===== config.mk =====
export PLATFORM = sky130hd
export DESIGN_NAME = sar_adc_parallel_control
export DESIGN_NICKNAME = d
export VERILOG_FILES = /design/src/sar_ctrl_pkg.sv /design/src/sar_adc_parallel_control.sv
export SDC_FILE = /design/constraint.sdc
export NUM_CORES = 1
export LEC_CHECK = 0
export BUFFER_PORTS_ARGS = -buffer_cell sky130_fd_sc_hd__buf_2
export CAP_MARGIN = 0
export CORE_AREA = 5 5 110 138
export CTS_CLUSTER_DIAMETER = 200
export DETAILED_ROUTE_END_ITERATION = 8
export DIE_AREA = 0 0 115 143
export HOLD_SLACK_MARGIN = 0.05
export PLACE_DENSITY = 0.39
export REMOVE_ABC_BUFFERS = 1
export SKIP_LAST_GASP = 1
export SLEW_MARGIN = 25
export SYNTH_ARGS = -nofsm -noshare
export SYNTH_HDL_FRONTEND = slang
export SYNTH_SLANG_ARGS = --single-unit

===== constraint.sdc =====
create_clock -name core_clk -period 2.33 [get_ports core_clk]
set_input_delay 0.233 -clock core_clk [delete_from_list [all_inputs] [get_ports core_clk]]
set_output_delay 0.233 -clock core_clk [all_outputs]
set_load 0.01 [all_outputs]

===== src/sar_ctrl_pkg.sv =====
package sar_ctrl_pkg;

  // ==========================================================
  // widths
  localparam int unsigned RESULT_W        = 16;
  localparam int unsigned BIT_IDX_W       = 4;

  // ==========================================================
  // timing (figures as printed, counts at core_clk rate)
  localparam int unsigned CLK_PERIOD_PS   = 10000;
  localparam int unsigned CONV_TYP_NS     = 3300;
  localparam int unsigned CONV_MAX_NS     = 3800;
  localparam int unsigned ACQ_MAX_NS      = 480;
  localparam int unsigned NAP_WAKE_NS     = 200;
  localparam int unsigned SLEEP_WAKE_MS   = 160;
  // conversion paced well inside the longest time: steps per bit decision
  localparam int unsigned CONV_CYCLES     = (CONV_TYP_NS * 1000) / CLK_PERIOD_PS;
  localparam int unsigned STEP_CYCLES     = CONV_CYCLES / RESULT_W;
  localparam int unsigned ACQ_CYCLES      = (ACQ_MAX_NS * 1000) / CLK_PERIOD_PS;
  localparam int unsigned NAP_WAKE_CYCLES = (NAP_WAKE_NS * 1000 + CLK_PERIOD_PS - 1) / CLK_PERIOD_PS;
  localparam int unsigned STEP_CNT_W      = 8;

  // ==========================================================
  // reset values
  localparam logic [15:0] RESULT_RST      = 16'h0000;

  // ==========================================================
  // state machine
  typedef enum logic [1:0] {
    ST_IDLE    = 2'b00,
    ST_CLEAR   = 2'b01,
    ST_DECIDE  = 2'b11,
    ST_LOAD    = 2'b10
  } conv_state_e;

  typedef enum logic [1:0] {
    PWR_ACTIVE = 2'b00,
    PWR_NAP    = 2'b01,
    PWR_SLEEP  = 2'b11
  } pwr_mode_e;

  // host side control pins, all active low
  typedef struct packed {
    logic chip_sel_n;
    logic read_n;
    logic conv_start_n;
    logic power_down_n;
  } host_ctrl_s;

  // three-state data bus
  typedef struct packed {
    logic [RESULT_W-1:0] data;
    logic                oe;
  } result_bus_s;

endpackage : sar_ctrl_pkg


===== src/sar_adc_parallel_control.sv =====
// Functional notes
// - start a conversion on conv_start_n falling edge while chip select low.
// - ignore start and read while chip select is high.
// - a running conversion cannot be restarted by further start edges.
// - clear the approximation register at the start of every conversion.
// - resolve sixteen bits one per step, most significant first.
// - after the last decision load the register into output latches.
// - busy_n low throughout a conversion, high otherwise.
// - new result on the data outputs by the rising edge of busy_n.
// - drive data only while read and chip select are both low.
// - sixteen outputs, bit fifteen is the most significant.
// - result is two's complement of the positive minus negative input.
// - conversion paced internally, typically 3.3 us, at most 3.8 us.
// - acquisition within 480 ns, supporting at least 250 ksps.
// - power_down_n low gives nap with chip select low, else sleep.
// - nap keeps logic powered; host waits 200 ns after nap ends.
// - seen as memory mapped peripheral with separate start input.
// - latches keep the previous result until the new one loads.
module sar_adc_parallel_control #(
  parameter int unsigned RES_W      = sar_ctrl_pkg::RESULT_W,
  parameter int unsigned STEP_CYC   = sar_ctrl_pkg::STEP_CYCLES,
  parameter int unsigned ACQ_CYC    = sar_ctrl_pkg::ACQ_CYCLES,
  parameter int unsigned WAKE_CYC   = sar_ctrl_pkg::NAP_WAKE_CYCLES
) (
  input  wire logic                           core_clk,
  input  wire logic                           rst_n,
  input  wire logic                           clk_en,
  input  wire sar_ctrl_pkg::host_ctrl_s       host_pins,
  input  wire logic                           comp_out,
  output logic                                sample_hold,
  output logic [RES_W-1:0]                    dac_code,
  output logic                                busy_n,
  output logic [RES_W-1:0]                    result_bus,
  output logic                                result_bus_oe,
  output sar_ctrl_pkg::pwr_mode_e             pwr_mode,
  output logic                                wake_ready
);
  import sar_ctrl_pkg::*;

  // ==========================================================
  // input synchronisers
  host_ctrl_s sync1_ff, sync2_ff, nxt_sync1, nxt_sync2;
  logic       comp1_ff, comp2_ff, nxt_comp1, nxt_comp2;
  logic       start_prev_ff, nxt_start_prev;

  always_comb begin
    nxt_sync1      = host_pins;
    nxt_sync2      = sync1_ff;
    nxt_comp1      = comp_out;
    nxt_comp2      = comp1_ff;
    nxt_start_prev = sync2_ff.conv_start_n;
  end

  always_ff @(posedge core_clk) begin
    if (!rst_n) begin
      sync1_ff      <= '1;
      sync2_ff      <= '1;
      comp1_ff      <= 1'b0;
      comp2_ff      <= 1'b0;
      start_prev_ff <= 1'b1;
    end else if (clk_en) begin
      sync1_ff      <= nxt_sync1;
      sync2_ff      <= nxt_sync2;
      comp1_ff      <= nxt_comp1;
      comp2_ff      <= nxt_comp2;
      start_prev_ff <= nxt_start_prev;
    end
  end

  logic selected;
  logic start_fall;
  assign selected   = !sync2_ff.chip_sel_n;
  assign start_fall = start_prev_ff && !sync2_ff.conv_start_n;

  // ==========================================================
  // power modes
  pwr_mode_e                pwr_ff, nxt_pwr;
  logic [STEP_CNT_W-1:0]    wake_cnt_ff, nxt_wake_cnt;

  always_comb begin
    nxt_pwr      = PWR_ACTIVE;
    nxt_wake_cnt = wake_cnt_ff;
    if (!sync2_ff.power_down_n) begin
      nxt_pwr      = selected ? PWR_NAP : PWR_SLEEP;
      nxt_wake_cnt = '0;
    end else if (wake_cnt_ff < STEP_CNT_W'(WAKE_CYC)) begin
      nxt_wake_cnt = wake_cnt_ff + 1'b1;
    end
  end

  always_ff @(posedge core_clk) begin
    if (!rst_n) begin
      pwr_ff      <= PWR_ACTIVE;
      wake_cnt_ff <= STEP_CNT_W'(WAKE_CYC);
    end else if (clk_en) begin
      pwr_ff      <= nxt_pwr;
      wake_cnt_ff <= nxt_wake_cnt;
    end
  end

  assign pwr_mode   = pwr_ff;
  assign wake_ready = (pwr_ff == PWR_ACTIVE) && (wake_cnt_ff == STEP_CNT_W'(WAKE_CYC));

  // ==========================================================
  // conversion sequencer
  conv_state_e              state_ff, nxt_state;
  logic [RES_W-1:0]         approx_register_ff, nxt_approx_register;
  logic [RES_W-1:0]         latch_ff, nxt_latch;
  logic [BIT_IDX_W-1:0]     bit_ff, nxt_bit;
  logic [STEP_CNT_W-1:0]    step_ff, nxt_step;
  logic                     acq_ff, nxt_acq;
  logic [STEP_CNT_W-1:0]    acq_cnt_ff, nxt_acq_cnt;

  always_comb begin
    nxt_state           = state_ff;
    nxt_approx_register = approx_register_ff;
    nxt_latch           = latch_ff;
    nxt_bit             = bit_ff;
    nxt_step            = step_ff;
    nxt_acq             = acq_ff;
    nxt_acq_cnt         = acq_cnt_ff;
    case (state_ff)
      ST_IDLE: begin
        // track input after the last conversion
        if (acq_cnt_ff < STEP_CNT_W'(ACQ_CYC)) begin
          nxt_acq_cnt = acq_cnt_ff + 1'b1;
        end
        if (start_fall && selected && pwr_ff == PWR_ACTIVE) begin
          nxt_state = ST_CLEAR;
          nxt_acq   = 1'b0;
        end
      end
      ST_CLEAR: begin
        nxt_approx_register = '0;
        nxt_approx_register[RES_W-1] = 1'b1;
        nxt_bit             = BIT_IDX_W'(RES_W - 1);
        nxt_step            = '0;
        nxt_state           = ST_DECIDE;
      end
      ST_DECIDE: begin
        // start edges have no effect here
        if (step_ff == STEP_CNT_W'(STEP_CYC - 1)) begin
          nxt_step = '0;
          // register and dac stay offset binary; sign flips at load
          nxt_approx_register[bit_ff] = comp2_ff;
          if (bit_ff == '0) begin
            nxt_state = ST_LOAD;
          end else begin
            nxt_bit = bit_ff - 1'b1;
            nxt_approx_register[bit_ff - 1'b1] = 1'b1;
          end
        end else begin
          nxt_step = step_ff + 1'b1;
        end
      end
      ST_LOAD: begin
        nxt_latch   = approx_register_ff ^ {1'b1, {(RES_W-1){1'b0}}};
        nxt_acq     = 1'b1;
        nxt_acq_cnt = '0;
        nxt_state   = ST_IDLE;
      end
      default: begin
        nxt_state = ST_IDLE;
      end
    endcase
  end

  always_ff @(posedge core_clk) begin
    if (!rst_n) begin
      state_ff           <= ST_IDLE;
      approx_register_ff <= RESULT_RST;
      latch_ff           <= RESULT_RST;
      bit_ff             <= '0;
      step_ff            <= '0;
      acq_ff             <= 1'b1;
      acq_cnt_ff         <= '0;
    end else if (clk_en) begin
      state_ff           <= nxt_state;
      approx_register_ff <= nxt_approx_register;
      latch_ff           <= nxt_latch;
      bit_ff             <= nxt_bit;
      step_ff            <= nxt_step;
      acq_ff             <= nxt_acq;
      acq_cnt_ff         <= nxt_acq_cnt;
    end
  end

  // ==========================================================
  // outputs
  logic busy_ff, nxt_busy;
  logic oe_ff, nxt_oe;

  always_comb begin
    // busy_n rises on the same clock edge as the latch loads
    nxt_busy = (nxt_state != ST_IDLE);
    nxt_oe   = selected && !sync2_ff.read_n;
  end

  always_ff @(posedge core_clk) begin
    if (!rst_n) begin
      busy_ff <= 1'b0;
      oe_ff   <= 1'b0;
    end else if (clk_en) begin
      busy_ff <= nxt_busy;
      oe_ff   <= nxt_oe;
    end
  end

  assign busy_n        = !busy_ff;
  assign result_bus    = latch_ff;
  assign result_bus_oe = oe_ff;
  assign sample_hold   = acq_ff;
  assign dac_code      = approx_register_ff;

endmodule : sar_adc_parallel_control


==> summary.md, run 1 <==
The residual overflow from global routing came out at 0. Clock tree synthesis selected as its root buffer the cell clkbuf_16. The logs give 0.572 mW for the switching power total and 1472 for the total of fill cells in the finished design. In this run, the number of DRC markers left after iteration 0 of detailed routing was 136. Buffers placed on the I/O ports in this run total 45. For this block, the routed nets add up to 9600 um of wire. The number of failing hold endpoints at the final stage is 0, and the initial standard-cell utilization of the core is 24.7%. For this run, design rule violations remaining after detail routing come to 0.

After detailed routing, the average wire length per cell comes to 15.3 um. For this design the top-level I/O count stands at 46. The tightest min-delay check is of the in2reg type. Routability-driven placement finished with a final weighted congestion of 0.828. For the worst-skew pair, the clock arrives at the later sink with an insertion delay of 0.34 ns.

Average footprint of a synthesized cell: 8.34 sq um. The critical path is of the reg2reg type. Counting flops and latches in the post-synthesis netlist gives 70.

Peak ir drop on the vdd network: 327 uV. Library cell with the largest summed area after synthesis: dfxtp_1. The layout overhead on the synthesized area was 23.1%; the core box area was 13700 sq um. The number of antenna cells inserted came out at 0. The synthesized netlist devotes 2.96% of its cell area to adder and majority cells. The proportion of power drawn by flip-flops and latches came out at 41.5%. The full die area was 16400 sq um.

The synthesized-area fraction occupied by xor and xnor cells was 1.81%; the post-synthesis share of cell area spent on and, or, nand and nor gates was 25.2%. The share of the synthesized area in compound gates (AO/OA/AOI/OAI) is 19.4%, and the share of the yosys chip area belonging to registers is 41.5%. Cells with a size suffix above 1 make up 18.2% of the layout. TritonCTS built the clock tree. The wire length of the first global-routing pass is 15700 um. The slowest stage of the critical path belongs to the cell or3b_2. The H-tree depth is 3. Entering global routing, the biggest net connects 33 pins. The count of buffer and inverter cells on the critical path is 1, and the pin slew with the least headroom to its limit is 0.595 ns. Setup repair after global routing left no endpoint under its margin. In this run the most critical hold path is launched from host_pins[3]. The post-route clock period utilization was 90.1%; the number of sinks driven by the clock tree was 70. The count of placed standard cells including taps came out at 611. Along the worst path, the maximum fanout reaches 12. The data required time of the critical path was 2.56 ns; the worst-case clock skew was 0.00542 ns. Final hold analysis gives a worst-case slack of 0.105 ns. Hold repair after CTS inserted 0 buffers.

Based on the critical path, the design can be clocked at up to 0.476 GHz. Sorting the synthesized cells by area gives the leading types as dfxtp_1 (41%), nand2_1 (6.4%), a21oi_1 (6.1%), mux2i_1 (3.9%), nor2_1 (3.4%). The floorplan has 48 rows. Data arrives at the worst endpoint at 2.33 ns.

The leakage power total was 1.64 nW; the die outline height was 143 um. In the post-synthesis netlist, the cell with the most instances is dfxtp_1. In the routed layout, each cell is associated on average with a via count of 4.83. Summing every instance area after synthesis gives 3380 sq um. Fraction of synthesized cell area taken by the top area cell type: 41.5%. Summing all multi-input logic gate instances after layout gives 1810 sq um.

The number of clock buffers added by TritonCTS is 9. The worst register-to-register path begins at bit_ff[0]. In this run the deepest clock path goes through 2 buffers.

The clock network is responsible for 55.8% of the overall power. After synthesis, the largest family of logic cells by area is simple AND/OR/NAND/NOR gates. Traced cell by cell, the critical path runs through inv_1, ha_1, or3b_2, nand3_1, a21oi_1, o221a_2. For the final routed database, the setup TNS stands at 0 ns. Total power for the finished layout comes to 2.94 mW. At the end of the flow, the number of nets in the layout was 463. The number of gates resized after cts came out at 0. Setup violations remaining at the end of the flow were counted as 0. The tools report the nature of the critical path endpoint as a flip-flop.

The start point of the critical path was bit_ff[0]. The number of synthesized flops with an enable pin came out at 0. The final-report max-slew violation count came out at 0. The routed design could run at a clock period as short as 2.10 ns. Once detail routing completed, the nets flagged for antenna violations numbered 0. The max-slew headroom at the worst pin is 59.8%, and the share of synthesized flip-flops with an asynchronous set or reset is 0%.

The number of global-route vias before repair was 2957; the power per cell area was 706 nW/um^2. In this run the horizontal extent of the chip is 115 um. Once layout is complete, the utilization of the core stands at 30.4%. The tool flagged a number of max-cap violations equal to 0. The run gives 0 as the number of antenna violations at the first check in global routing.

Per report_power, the combinational group accounts for 2.7% of the total. The largest incremental delay on the critical path is 0.53 ns, and the number of warnings printed during yosys synthesis is 0. The number of cells produced by synthesis is 405. The flow ran to the end, and the final reports show no timing, DRC or antenna violations.

Startpoint kind of the worst setup timing path: a flip-flop. Before antenna repair, the detailed router went through 4 iterations. Internal power comes to 2.37 mW.

Among cell families on the critical path, the largest total delay comes from simple AND/OR/NAND/NOR gates. The run gives 57 as the number of distinct library cells after synthesis. Switching part of the total: 19.5%. The total vias in the final route is 3022, and the fraction of synthesized area in multiplexers is 4.19%. The wire-length estimate of the detail-placed layout is 6740 um.

The tools report the global-route total usage across every layer as 12.4%. The number of setup buffers added after CTS came out at 0. The most common flop cell mapped by yosys was dfxtp_1. The clock transition at the registers of the reported paths works out to 0.06 ns. In the synthesized netlist, the cells that appear most often are dfxtp_1 (70), nand2_1 (58), a21oi_1 (41). The sequential cells in the finished layout cover a total of 1400 sq um. The finished layout holds 626 standard cells, fillers aside.
per-stage QoR:
step	cell area [sq um]	setup slack, ns
global route	4160	0.0187
finish	4160	0.230
global placement	3800	0.303
CTS	4160	0.247
detailed placement	3800	0.267
floorplan	3250	0.290
power by group through the flow:
stage	Clock, mW	Sequential [mW]	Combinational, mW
6_report	1.64	1.22	0.0796
3_5_place_dp	0	1.24	0.0822
4_1_cts	1.69	1.22	0.0824
2_1_floorplan	0	1.24	0.0406
3_3_place_gp	0	1.24	0.0814
5_1_grt	1.75	1.22	0.0903
cell usage in the layout (no fill, tap or decap), types with 5 or more instances in the layout:
master	n
a21oi_1	41
a22o_1	6
a31oi_1	8
and3_1	11
buf_2	45
buf_4	14
clkbuf_16	9
dfxtp_1	70
ha_1	8
inv_1	11
mux2i_1	13
nand2_1	58
nand2b_1	7
nand3_1	14
nand4_1	8
nor2_1	31
nor3_1	5
o21ai_0	7
o2bb2ai_1	6
xor2_1	5
worst paths after layout:
kind | cells after the start | end | slack (ns)
worst max-delay path | 6 | bit_ff[0] | 0.23
worst min-delay path | 3 | nxt_sync2[3] | 0.10
worst max register to register | 6 | bit_ff[0] | 0.23
worst min register to register | 2 | result_bus[6] | 0.45
cell families after synthesis:
family	count (synthesis)
buf+inv	39
xor+xnor	7
mux	14
flops	70
fa+ha+maj	8
simple gates	166
compound gates	101
metal layers:
layer	vias to the layer above	global-route usage, %	share of wire [%]
met5	-	0	0
met4	0	6.00	2.3
met3	16	3.35	4.5
met2	64	19.9	48
met1	1406	15.3	45
li1	1536	-	-
flip-flops by register name, summed over array words and instances (netlist names):
signal          flops
sample_hold         1
sync2_ff            3
step_ff             8
state_ff            2
result_bus         16
pwr_mode            2
dac_code           16
busy_ff             1
bit_ff              4
result_bus_oe       1
comp1_ff            1
wake_cnt_ff         8
comp2_ff            1
nxt_sync2           4
nxt_start_prev      1
start_prev_ff       1
final cells by class:
cell class | instances | share of cell area, %
clock buffers | 12 | 6.41
multi-input cells | 296 | 43.5
clock inverters | 3 | 2.17
flip-flops and latches | 70 | 33.7
well taps | 175 | 5.27
inverters | 11 | 0.993
repair buffers | 59 | 7.94
worst register-to-register path, stage by stage (launching register included):
cell and delay [ns]:
dfxtp_1 0.42, inv_1 0.12, ha_1 0.34, or3b_2 0.53, nand3_1 0.17, a21oi_1 0.12
o221a_2 0.29
Note: power is estimated with default switching activity, not from simulation.
==> run 2: changes to the inputs <==
--- a/config.mk
+++ b/config.mk
@@ -12,7 +12,7 @@
 export DETAILED_ROUTE_END_ITERATION = 8
 export DIE_AREA = 0 0 115 143
 export HOLD_SLACK_MARGIN = 0.05
-export PLACE_DENSITY = 0.39
+export RECOVER_POWER = 25
 export REMOVE_ABC_BUFFERS = 1
 export SKIP_LAST_GASP = 1
 export SLEW_MARGIN = 25
==> run 2 against run 1 <==
Compared with the run above:
- total power decreased by 5.9%
- design area decreased by 2.0%
- sequential power about the same
- largest power group unchanged
==> summary.md, run 2 (synthesis gave the netlist of run 1 again) <==
The pin slew with the least headroom to its limit is 1.11 ns (was 0.595 ns), and the number of sinks driven by the clock tree is 70 (unchanged). For the number of antenna violations at the first check in global routing, the log shows 0 (unchanged). I/O pin count: 46 (unchanged). The cell at the root of the clock tree was clkbuf_16 (unchanged). The post-route clock period utilization was 86.9% (was 90.1%). The class of the tightest hold or removal check was in2reg (unchanged). The detailed-routing iteration count for the pre-antenna-repair pass was 5 (was 4); the final weighted congestion of routability-driven global placement was 0.860 (was 0.828).

The run gives 608 (was 611) as the count of placed standard cells including taps. The initial standard-cell utilization of the core came out at 24.7% (unchanged). The commonest non-fill, non-tap cell in the layout is dfxtp_1 (unchanged). Setup repair after global routing left no endpoint under its margin. The tools report the global-route total usage across every layer as 11.2% (was 12.4%). The tools report the core box area as 13700 sq um (unchanged). The tools report the startpoint kind of the worst setup timing path as a flip-flop (unchanged). The startpoint of the lowest-slack hold path was host_pins[1] (was host_pins[3]).

The run gives 1400 sq um (unchanged) as the flip-flop and latch area. Die outline width: 115 um (unchanged). The largest incremental delay on the critical path was 0.54 ns (was 0.53 ns); the data required time of the critical path was 2.59 ns (was 2.56 ns). The classification of the worst setup path was reg2reg (unchanged).

Worst hold slack: 0.115 ns (was 0.105 ns). For the max-slew headroom at the worst pin, the log shows 25.8% (was 59.8%). The residual overflow from global routing came out at 0 (unchanged).

The tools report the fraction of met1 tracks used by global routing as 12.8% (was 15.3%). Clock transition at the registers of the reported paths: 0.06 ns (about the same). The number of setup buffers added after CTS was 0 (unchanged).

The biggest fanout along the worst timing path works out to 12 (unchanged). Final number of setup-violating endpoints: 0 (unchanged). The utilization after layout is 29.8% (was 30.4%), and the largest net degree at the start of global routing is 25 (was 33).

The tools report the iteration-0 DRC count of the detailed router as 196 (was 136). For the peak ir drop on the vdd network, the log shows 474 uV (was 327 uV). The final cell count without fillers was 624 (was 626).

Total CTS buffers: 9 (unchanged). The nature of the critical path endpoint is a flip-flop (unchanged). The mean number of vias per cell is 4.86 (was 4.83). The met3 track demand over resource is 3.43% (was 3.35%). H-tree depth: 3 (unchanged). Final net count: 460 (was 463).

The aggregate routed wire length is 8960 um (was 9600 um), and the post-route cell area is 4080 sq um (was 4160 sq um). The layout cell share with drive strength beyond 1 works out to 14.7% (was 18.2%). The number of failing hold endpoints at the final stage was 0 (unchanged). The tools report the launch point of the worst reg-to-reg path as bit_ff[0] (unchanged).

The number of antenna cells inserted was 0 (unchanged). Final total negative setup slack: 0 ns (unchanged). The run gives 0 (unchanged) as the final-report max-slew violation count. The run gives 0.33 ns (was 0.34 ns) as the clock latency on the worst-skew pair.

The start point of the critical path was bit_ff[0] (unchanged). The die outline height is 143 um (unchanged), and the multi-input gate area in the final layout is 1810 sq um (unchanged). Ordered list of cells on the worst path: inv_1, ha_1, buf_4, inv_1, nor4b_1, a22oi_1, o2bb2ai_1 (was inv_1, ha_1, or3b_2, nand3_1, a21oi_1, o221a_2).

The power per cell area was 678 nW/um^2 (was 706 nW/um^2); the layout overhead on the synthesized area was 20.7% (was 23.1%). The leakage power total came out at 1.55 nW (was 1.64 nW). The flow ran to the end, and the final reports show no timing, DRC or antenna violations. The tools report the number of gates resized after cts as 0 (unchanged). The run gives 0 (unchanged) as the quantity of hold-fixing buffers added after cts. Commonest non-fill, non-tap cells in the layout: dfxtp_1 (70), nand2_1 (58), a21oi_1 (41), buf_2 (33), nor2_1 (31) (was dfxtp_1 (70), nand2_1 (58), buf_2 (45), a21oi_1 (41), nor2_1 (31)). The run gives 3022 (was 2957) as the number of global-route vias before repair. TritonCTS built the clock tree.

The total of fill cells in the finished design came out at 1489 (was 1472). Cell occurring most often along the worst timing path: inv_1. Layer with the highest usage: met2 (unchanged). Slowest cell on the critical path: nor4b_1 (was or3b_2). The run gives 14800 um (was 15700 um) as the wire length of the first global-routing pass. The logs give 19.3% (was 19.9%) for the met2 global-route usage and 0 (unchanged) for the max-cap check violation count. The time the worst path needs with I/O delays and setup was 2.03 ns (was 2.10 ns). The total DRC errors in the routed layout was 0 (unchanged). The logs give 6330 um (was 6740 um) for the detailed placement HPWL and 0.494 GHz (was 0.476 GHz) for the maximum achievable frequency. The tools report the full die area as 16400 sq um (unchanged). The buffer levels on the longest clock path was 2 (unchanged). The total vias in the final route was 3033 (was 3022). The cell area reported after detailed placement is 3780 sq um (was 3800 sq um). The logs give 48 (unchanged) for the site row count and 0 (unchanged) for the residual antenna-violating net count after detailed routing.

The number of buffers inserted by port buffering is 45 (unchanged). For the worst-case clock skew, the log shows 0.00733 ns (was 0.00542 ns). The arrival time reported for the critical path endpoint is 2.28 ns (was 2.33 ns), and the post-detailed-route wirelength per cell is 14.4 um (was 15.3 um).
[run 2: worst max-delay path: cells and delay by family, from the launching register on]
kind	cells	cell delay, ns
buffers and inverters	3	0.45
and+or+nand+nor	1	0.54
adders and majority gates	1	0.20
DFF	1	0.43
AOI/OAI and AO/OA	2	0.33
[run 2: path summary, 6_finish.rpt]
path,to,slack (ns),cells after the start
max,dac_code[14],0.30,7
min,nxt_sync2[1],0.11,3
max reg2reg,dac_code[14],0.30,7
min reg2reg,result_bus[2],0.45,2
[run 2: per-layer routing]
layer  vias up  share of wire, %
met2        76                49
met1      1410                43
met4         0               1.5
met3        15               6.4
li1       1532                 -
met5         -                 0
[run 2: final cells by class]
cell class	count	area share, %
Timing Repair Buffer	56	7.00
Sequential cell	70	34.4
Tap cell	175	5.37
Inverter	11	1.01
Clock buffer	9	5.52
Multi-Input combinational cell	296	44.4
Clock inverter	7	2.33
[run 2: per-stage QoR]
stage	worst slack, ns	power, mW
2_1_floorplan	0.290	1.28
3_3_place_gp	0.471	1.32
3_5_place_dp	0.348	1.32
4_1_cts	0.315	2.81
5_1_grt	0.0401	2.88
6_report	0.305	2.76
[run 2: power by group]
group	leakage (nW)	total (mW)	switching [mW]	internal [mW]
logic	0.830	0.0774	0.0491	0.0283
registers	0.566	1.22	0.00970	1.21
clock network	0.156	1.47	0.527	0.940
total	1.55	2.76	0.586	2.18
==> run 3: changes to the inputs <==
--- a/config.mk
+++ b/config.mk
@@ -11,7 +11,9 @@
 export CTS_CLUSTER_DIAMETER = 200
 export DETAILED_ROUTE_END_ITERATION = 8
 export DIE_AREA = 0 0 115 143
+export GPL_TIMING_DRIVEN = 0
 export HOLD_SLACK_MARGIN = 0.05
+export PLACE_DENSITY = 0.5
 export RECOVER_POWER = 25
 export REMOVE_ABC_BUFFERS = 1
 export SKIP_LAST_GASP = 1
==> run 3 against run 2 <==
Compared with the run above:
- clock skew rose by 0.00057 ns
- worst hold slack improved by 0.0037 ns
- global-route usage about the same
- combinational power down 2%
- count of clock-buffer cells in the layout up 1
- first-iteration DRC count up 4.6%
- cell count decreased by 1.8%
- routed wire length down 0.32%
- clock power decreased by 12%
- non-clock buffer count shrank 11
- critical endpoint is now bit_ff[0]
- highest routed layer unchanged
==> summary.md, run 3 (synthesis gave the netlist of run 1 again) <==
The run finished with clean final reports. The peak ir drop on the vdd network was 307 uV (was 474 uV); the count of placed standard cells including taps was 597 (was 608). Cell area reported after detailed placement: 3700 sq um (was 3780 sq um). Final-report max-slew violation count: 0 (unchanged). The largest incremental delay on the critical path was 0.54 ns (about the same); the final cell count without fillers was 613 (was 624). The buffer levels on the longest clock path was 2 (unchanged). The detailed placement HPWL was 5990 um (was 6330 um). The maximum achievable frequency is 0.444 GHz (was 0.494 GHz), and the count of buffer and inverter cells on the critical path is 1 (was 3). The switching part of the total is 23.1% (was 21.2%). The max-cap check violation count came out at 0 (unchanged). The leakage power total came out at 1.47 nW (was 1.55 nW).

The tools report the number of failing hold endpoints at the final stage as 0 (unchanged). Setup repair after global routing left no endpoint under its margin. The tools report the final setup slack of the worst path as 0.0778 ns (was 0.305 ns). Commonest non-fill, non-tap cells in the layout: dfxtp_1 (69), nand2_1 (58), a21oi_1 (41), buf_2 (31), nor2_1 (30) (was dfxtp_1 (70), nand2_1 (58), a21oi_1 (41), buf_2 (33), nor2_1 (31)). Number of antenna violations at the first check in global routing: 0 (unchanged). The die outline height came out at 143 um (unchanged). The residual antenna-violating net count after detailed routing was 0 (unchanged); the residual overflow from global routing was 0 (unchanged).

The number of sinks driven by the clock tree was 70 (unchanged); the I/O pin count was 46 (unchanged). The die outline width works out to 115 um (unchanged). The commonest non-fill, non-tap cell in the layout was dfxtp_1 (unchanged). The share of power burned in combinational logic was 2.9% (was 2.8%); the H-tree depth was 3 (unchanged).

The startpoint kind of the worst setup timing path is a flip-flop (unchanged). The data required time of the critical path came out at 2.56 ns (was 2.59 ns). The run gives 1 (was 0) as the number of gates resized after cts.

The fraction of power consumed by the clock network is 49.9% (was 53.1%). The final total negative setup slack came out at 0 ns (unchanged). The total vias in the final route was 3006 (was 3033).

The worst slack at placement was -0.0691 ns (was 0.348 ns); the internal power component was 1.99 mW (was 2.18 mW). Class of the tightest hold or removal check: in2reg (unchanged). The classification of the worst setup path is reg2reg (unchanged).

For the switching power total, the log shows 0.596 mW (was 0.586 mW). TritonCTS built the clock tree. The full die area was 16400 sq um (unchanged); the wire length of the first global-routing pass was 14600 um (was 14800 um). The tools report the cell at the root of the clock tree as clkbuf_16 (unchanged). The clock transition at the registers of the reported paths was 0.06 ns (about the same). The biggest fanout along the worst timing path came out at 20 (was 12). For the aggregate routed wire length, the log shows 8930 um (was 8960 um). The tools report the number of antenna cells inserted as 0 (unchanged).

Detailed-routing iteration count for the pre-antenna-repair pass: 4 (was 5). The tools report the final net count as 449 (was 460). The global-route total usage across every layer is 11.2% (about the same), and the time the worst path needs with I/O delays and setup is 2.25 ns (was 2.03 ns).

The worst-case clock skew is 0.00790 ns (was 0.00733 ns), and the final weighted congestion of routability-driven global placement is 0.766 (was 0.860). The iteration-0 DRC count of the detailed router is 205 (was 196), and the core box area is 13700 sq um (unchanged). Slowest cell on the critical path: or3b_2 (was nor4b_1). The pin slew with the least headroom to its limit was 0.885 ns (was 1.11 ns).

Proportion of power drawn by flip-flops and latches: 47.1% (was 44.1%). Ordered list of cells on the worst path: inv_1, ha_2, or3b_2, nand3_1, a21oi_1, o221a_2 (was inv_1, ha_1, buf_4, inv_1, nor4b_1, a22oi_1, o2bb2ai_1). The tools report the number of setup buffers added after CTS as 0 (unchanged). Gate family responsible for the most delay along the worst path: simple AND/OR/NAND/NOR gates (unchanged). The number of buffers inserted by port buffering works out to 45 (unchanged). The layout overhead on the synthesized area came out at 17.8% (was 20.7%). Clock latency on the worst-skew pair: 0.34 ns (was 0.33 ns). The run gives 0 (unchanged) as the total DRC errors in the routed layout. The layout cell share with drive strength beyond 1 came out at 13.9% (was 14.7%). The run gives 9 (unchanged) as the total CTS buffers. The mean number of vias per cell is 4.90 (was 4.86), and the power per cell area is 649 nW/um^2 (was 678 nW/um^2). For the post-route cell area, the log shows 3980 sq um (was 4080 sq um). The run gives 41.0% (was 25.8%) as the max-slew headroom at the worst pin. The number of global-route vias before repair is 2810 (was 3022), and the post-route clock period utilization is 96.7% (was 86.9%). The run gives 0 (unchanged) as the quantity of hold-fixing buffers added after cts. Post-detailed-route wirelength per cell: 14.6 um (was 14.4 um).

The initial standard-cell utilization of the core is 24.7% (unchanged), and the site row count is 48 (unchanged). The tools report the largest net degree at the start of global routing as 34 (was 25). The tools report the worst hold slack as 0.118 ns (was 0.115 ns). The arrival time reported for the critical path endpoint was 2.48 ns (was 2.28 ns); the final number of setup-violating endpoints was 0 (unchanged).

The nature of the critical path endpoint is a flip-flop (unchanged).
run 3: cell types whose count changed in the layout (fill, tap and decap cells not counted), sizes merged:
cell      change
buf          -11
clkinvlp      +2
clkbuf        +1
inv           -1
bufinv        -2
run 3: power groups by stage:
stage                     Sequential [mW]  Combinational [mW]  Clock, mW
after CTS                            1.22              0.0770       1.33
after floorplan                      1.24              0.0406          0
after global placement               1.24              0.0744          0
after detailed placement             1.24              0.0769          0
after global routing                 1.22              0.0843       1.39
final                                1.22              0.0755       1.29
run 3: cell type report:
cell class              count  area, sq um
fillers                  1514         9710
flip-flops and latches     70         1400
inverters                  11         41.3
multi-input cells         296         1820
clock buffers              10          239
clock inverters             6         45.0
well taps                 175          219
repair buffers             45          208
run 3: per-layer routing:
layer	global-route usage (%)	vias to the layer above	part of all wire, %
met2	18.7	76	48
met1	13.9	1405	44
met3	2.54	14	6.0
li1	-	1511	-
met4	4.45	0	2.1
met5	0	-	0
run 3: path summary, 6_finish.rpt:
| check | cells after the start | from | slack (ns) | to |
|---|---|---|---|---|
| setup / recovery | 6 | bit_ff[0] | 0.08 | bit_ff[0] |
| hold reg to reg | 2 | result_bus[8] | 0.45 | result_bus[8] |
| setup reg to reg | 6 | bit_ff[0] | 0.08 | bit_ff[0] |
| hold / removal | 3 | host_pins[2] | 0.12 | nxt_sync2[2] |
run 3: tightest hold or removal path, delay by kind of cell:
| family | cells | cell delay, ns |
|---|---|---|
| buf+inv | 1 | 0.08 |
| simple gates | 1 | 0.06 |
| mux | 1 | 0.06 |
run 3: through the flow:
step           utilization, %  total power [mW]
4_1_cts                  29.1              2.63
2_1_floorplan               -              1.28
3_5_place_dp             27.0              1.32
6_report                 29.1              2.58
5_1_grt                  29.1              2.69
3_3_place_gp             27.0              1.32
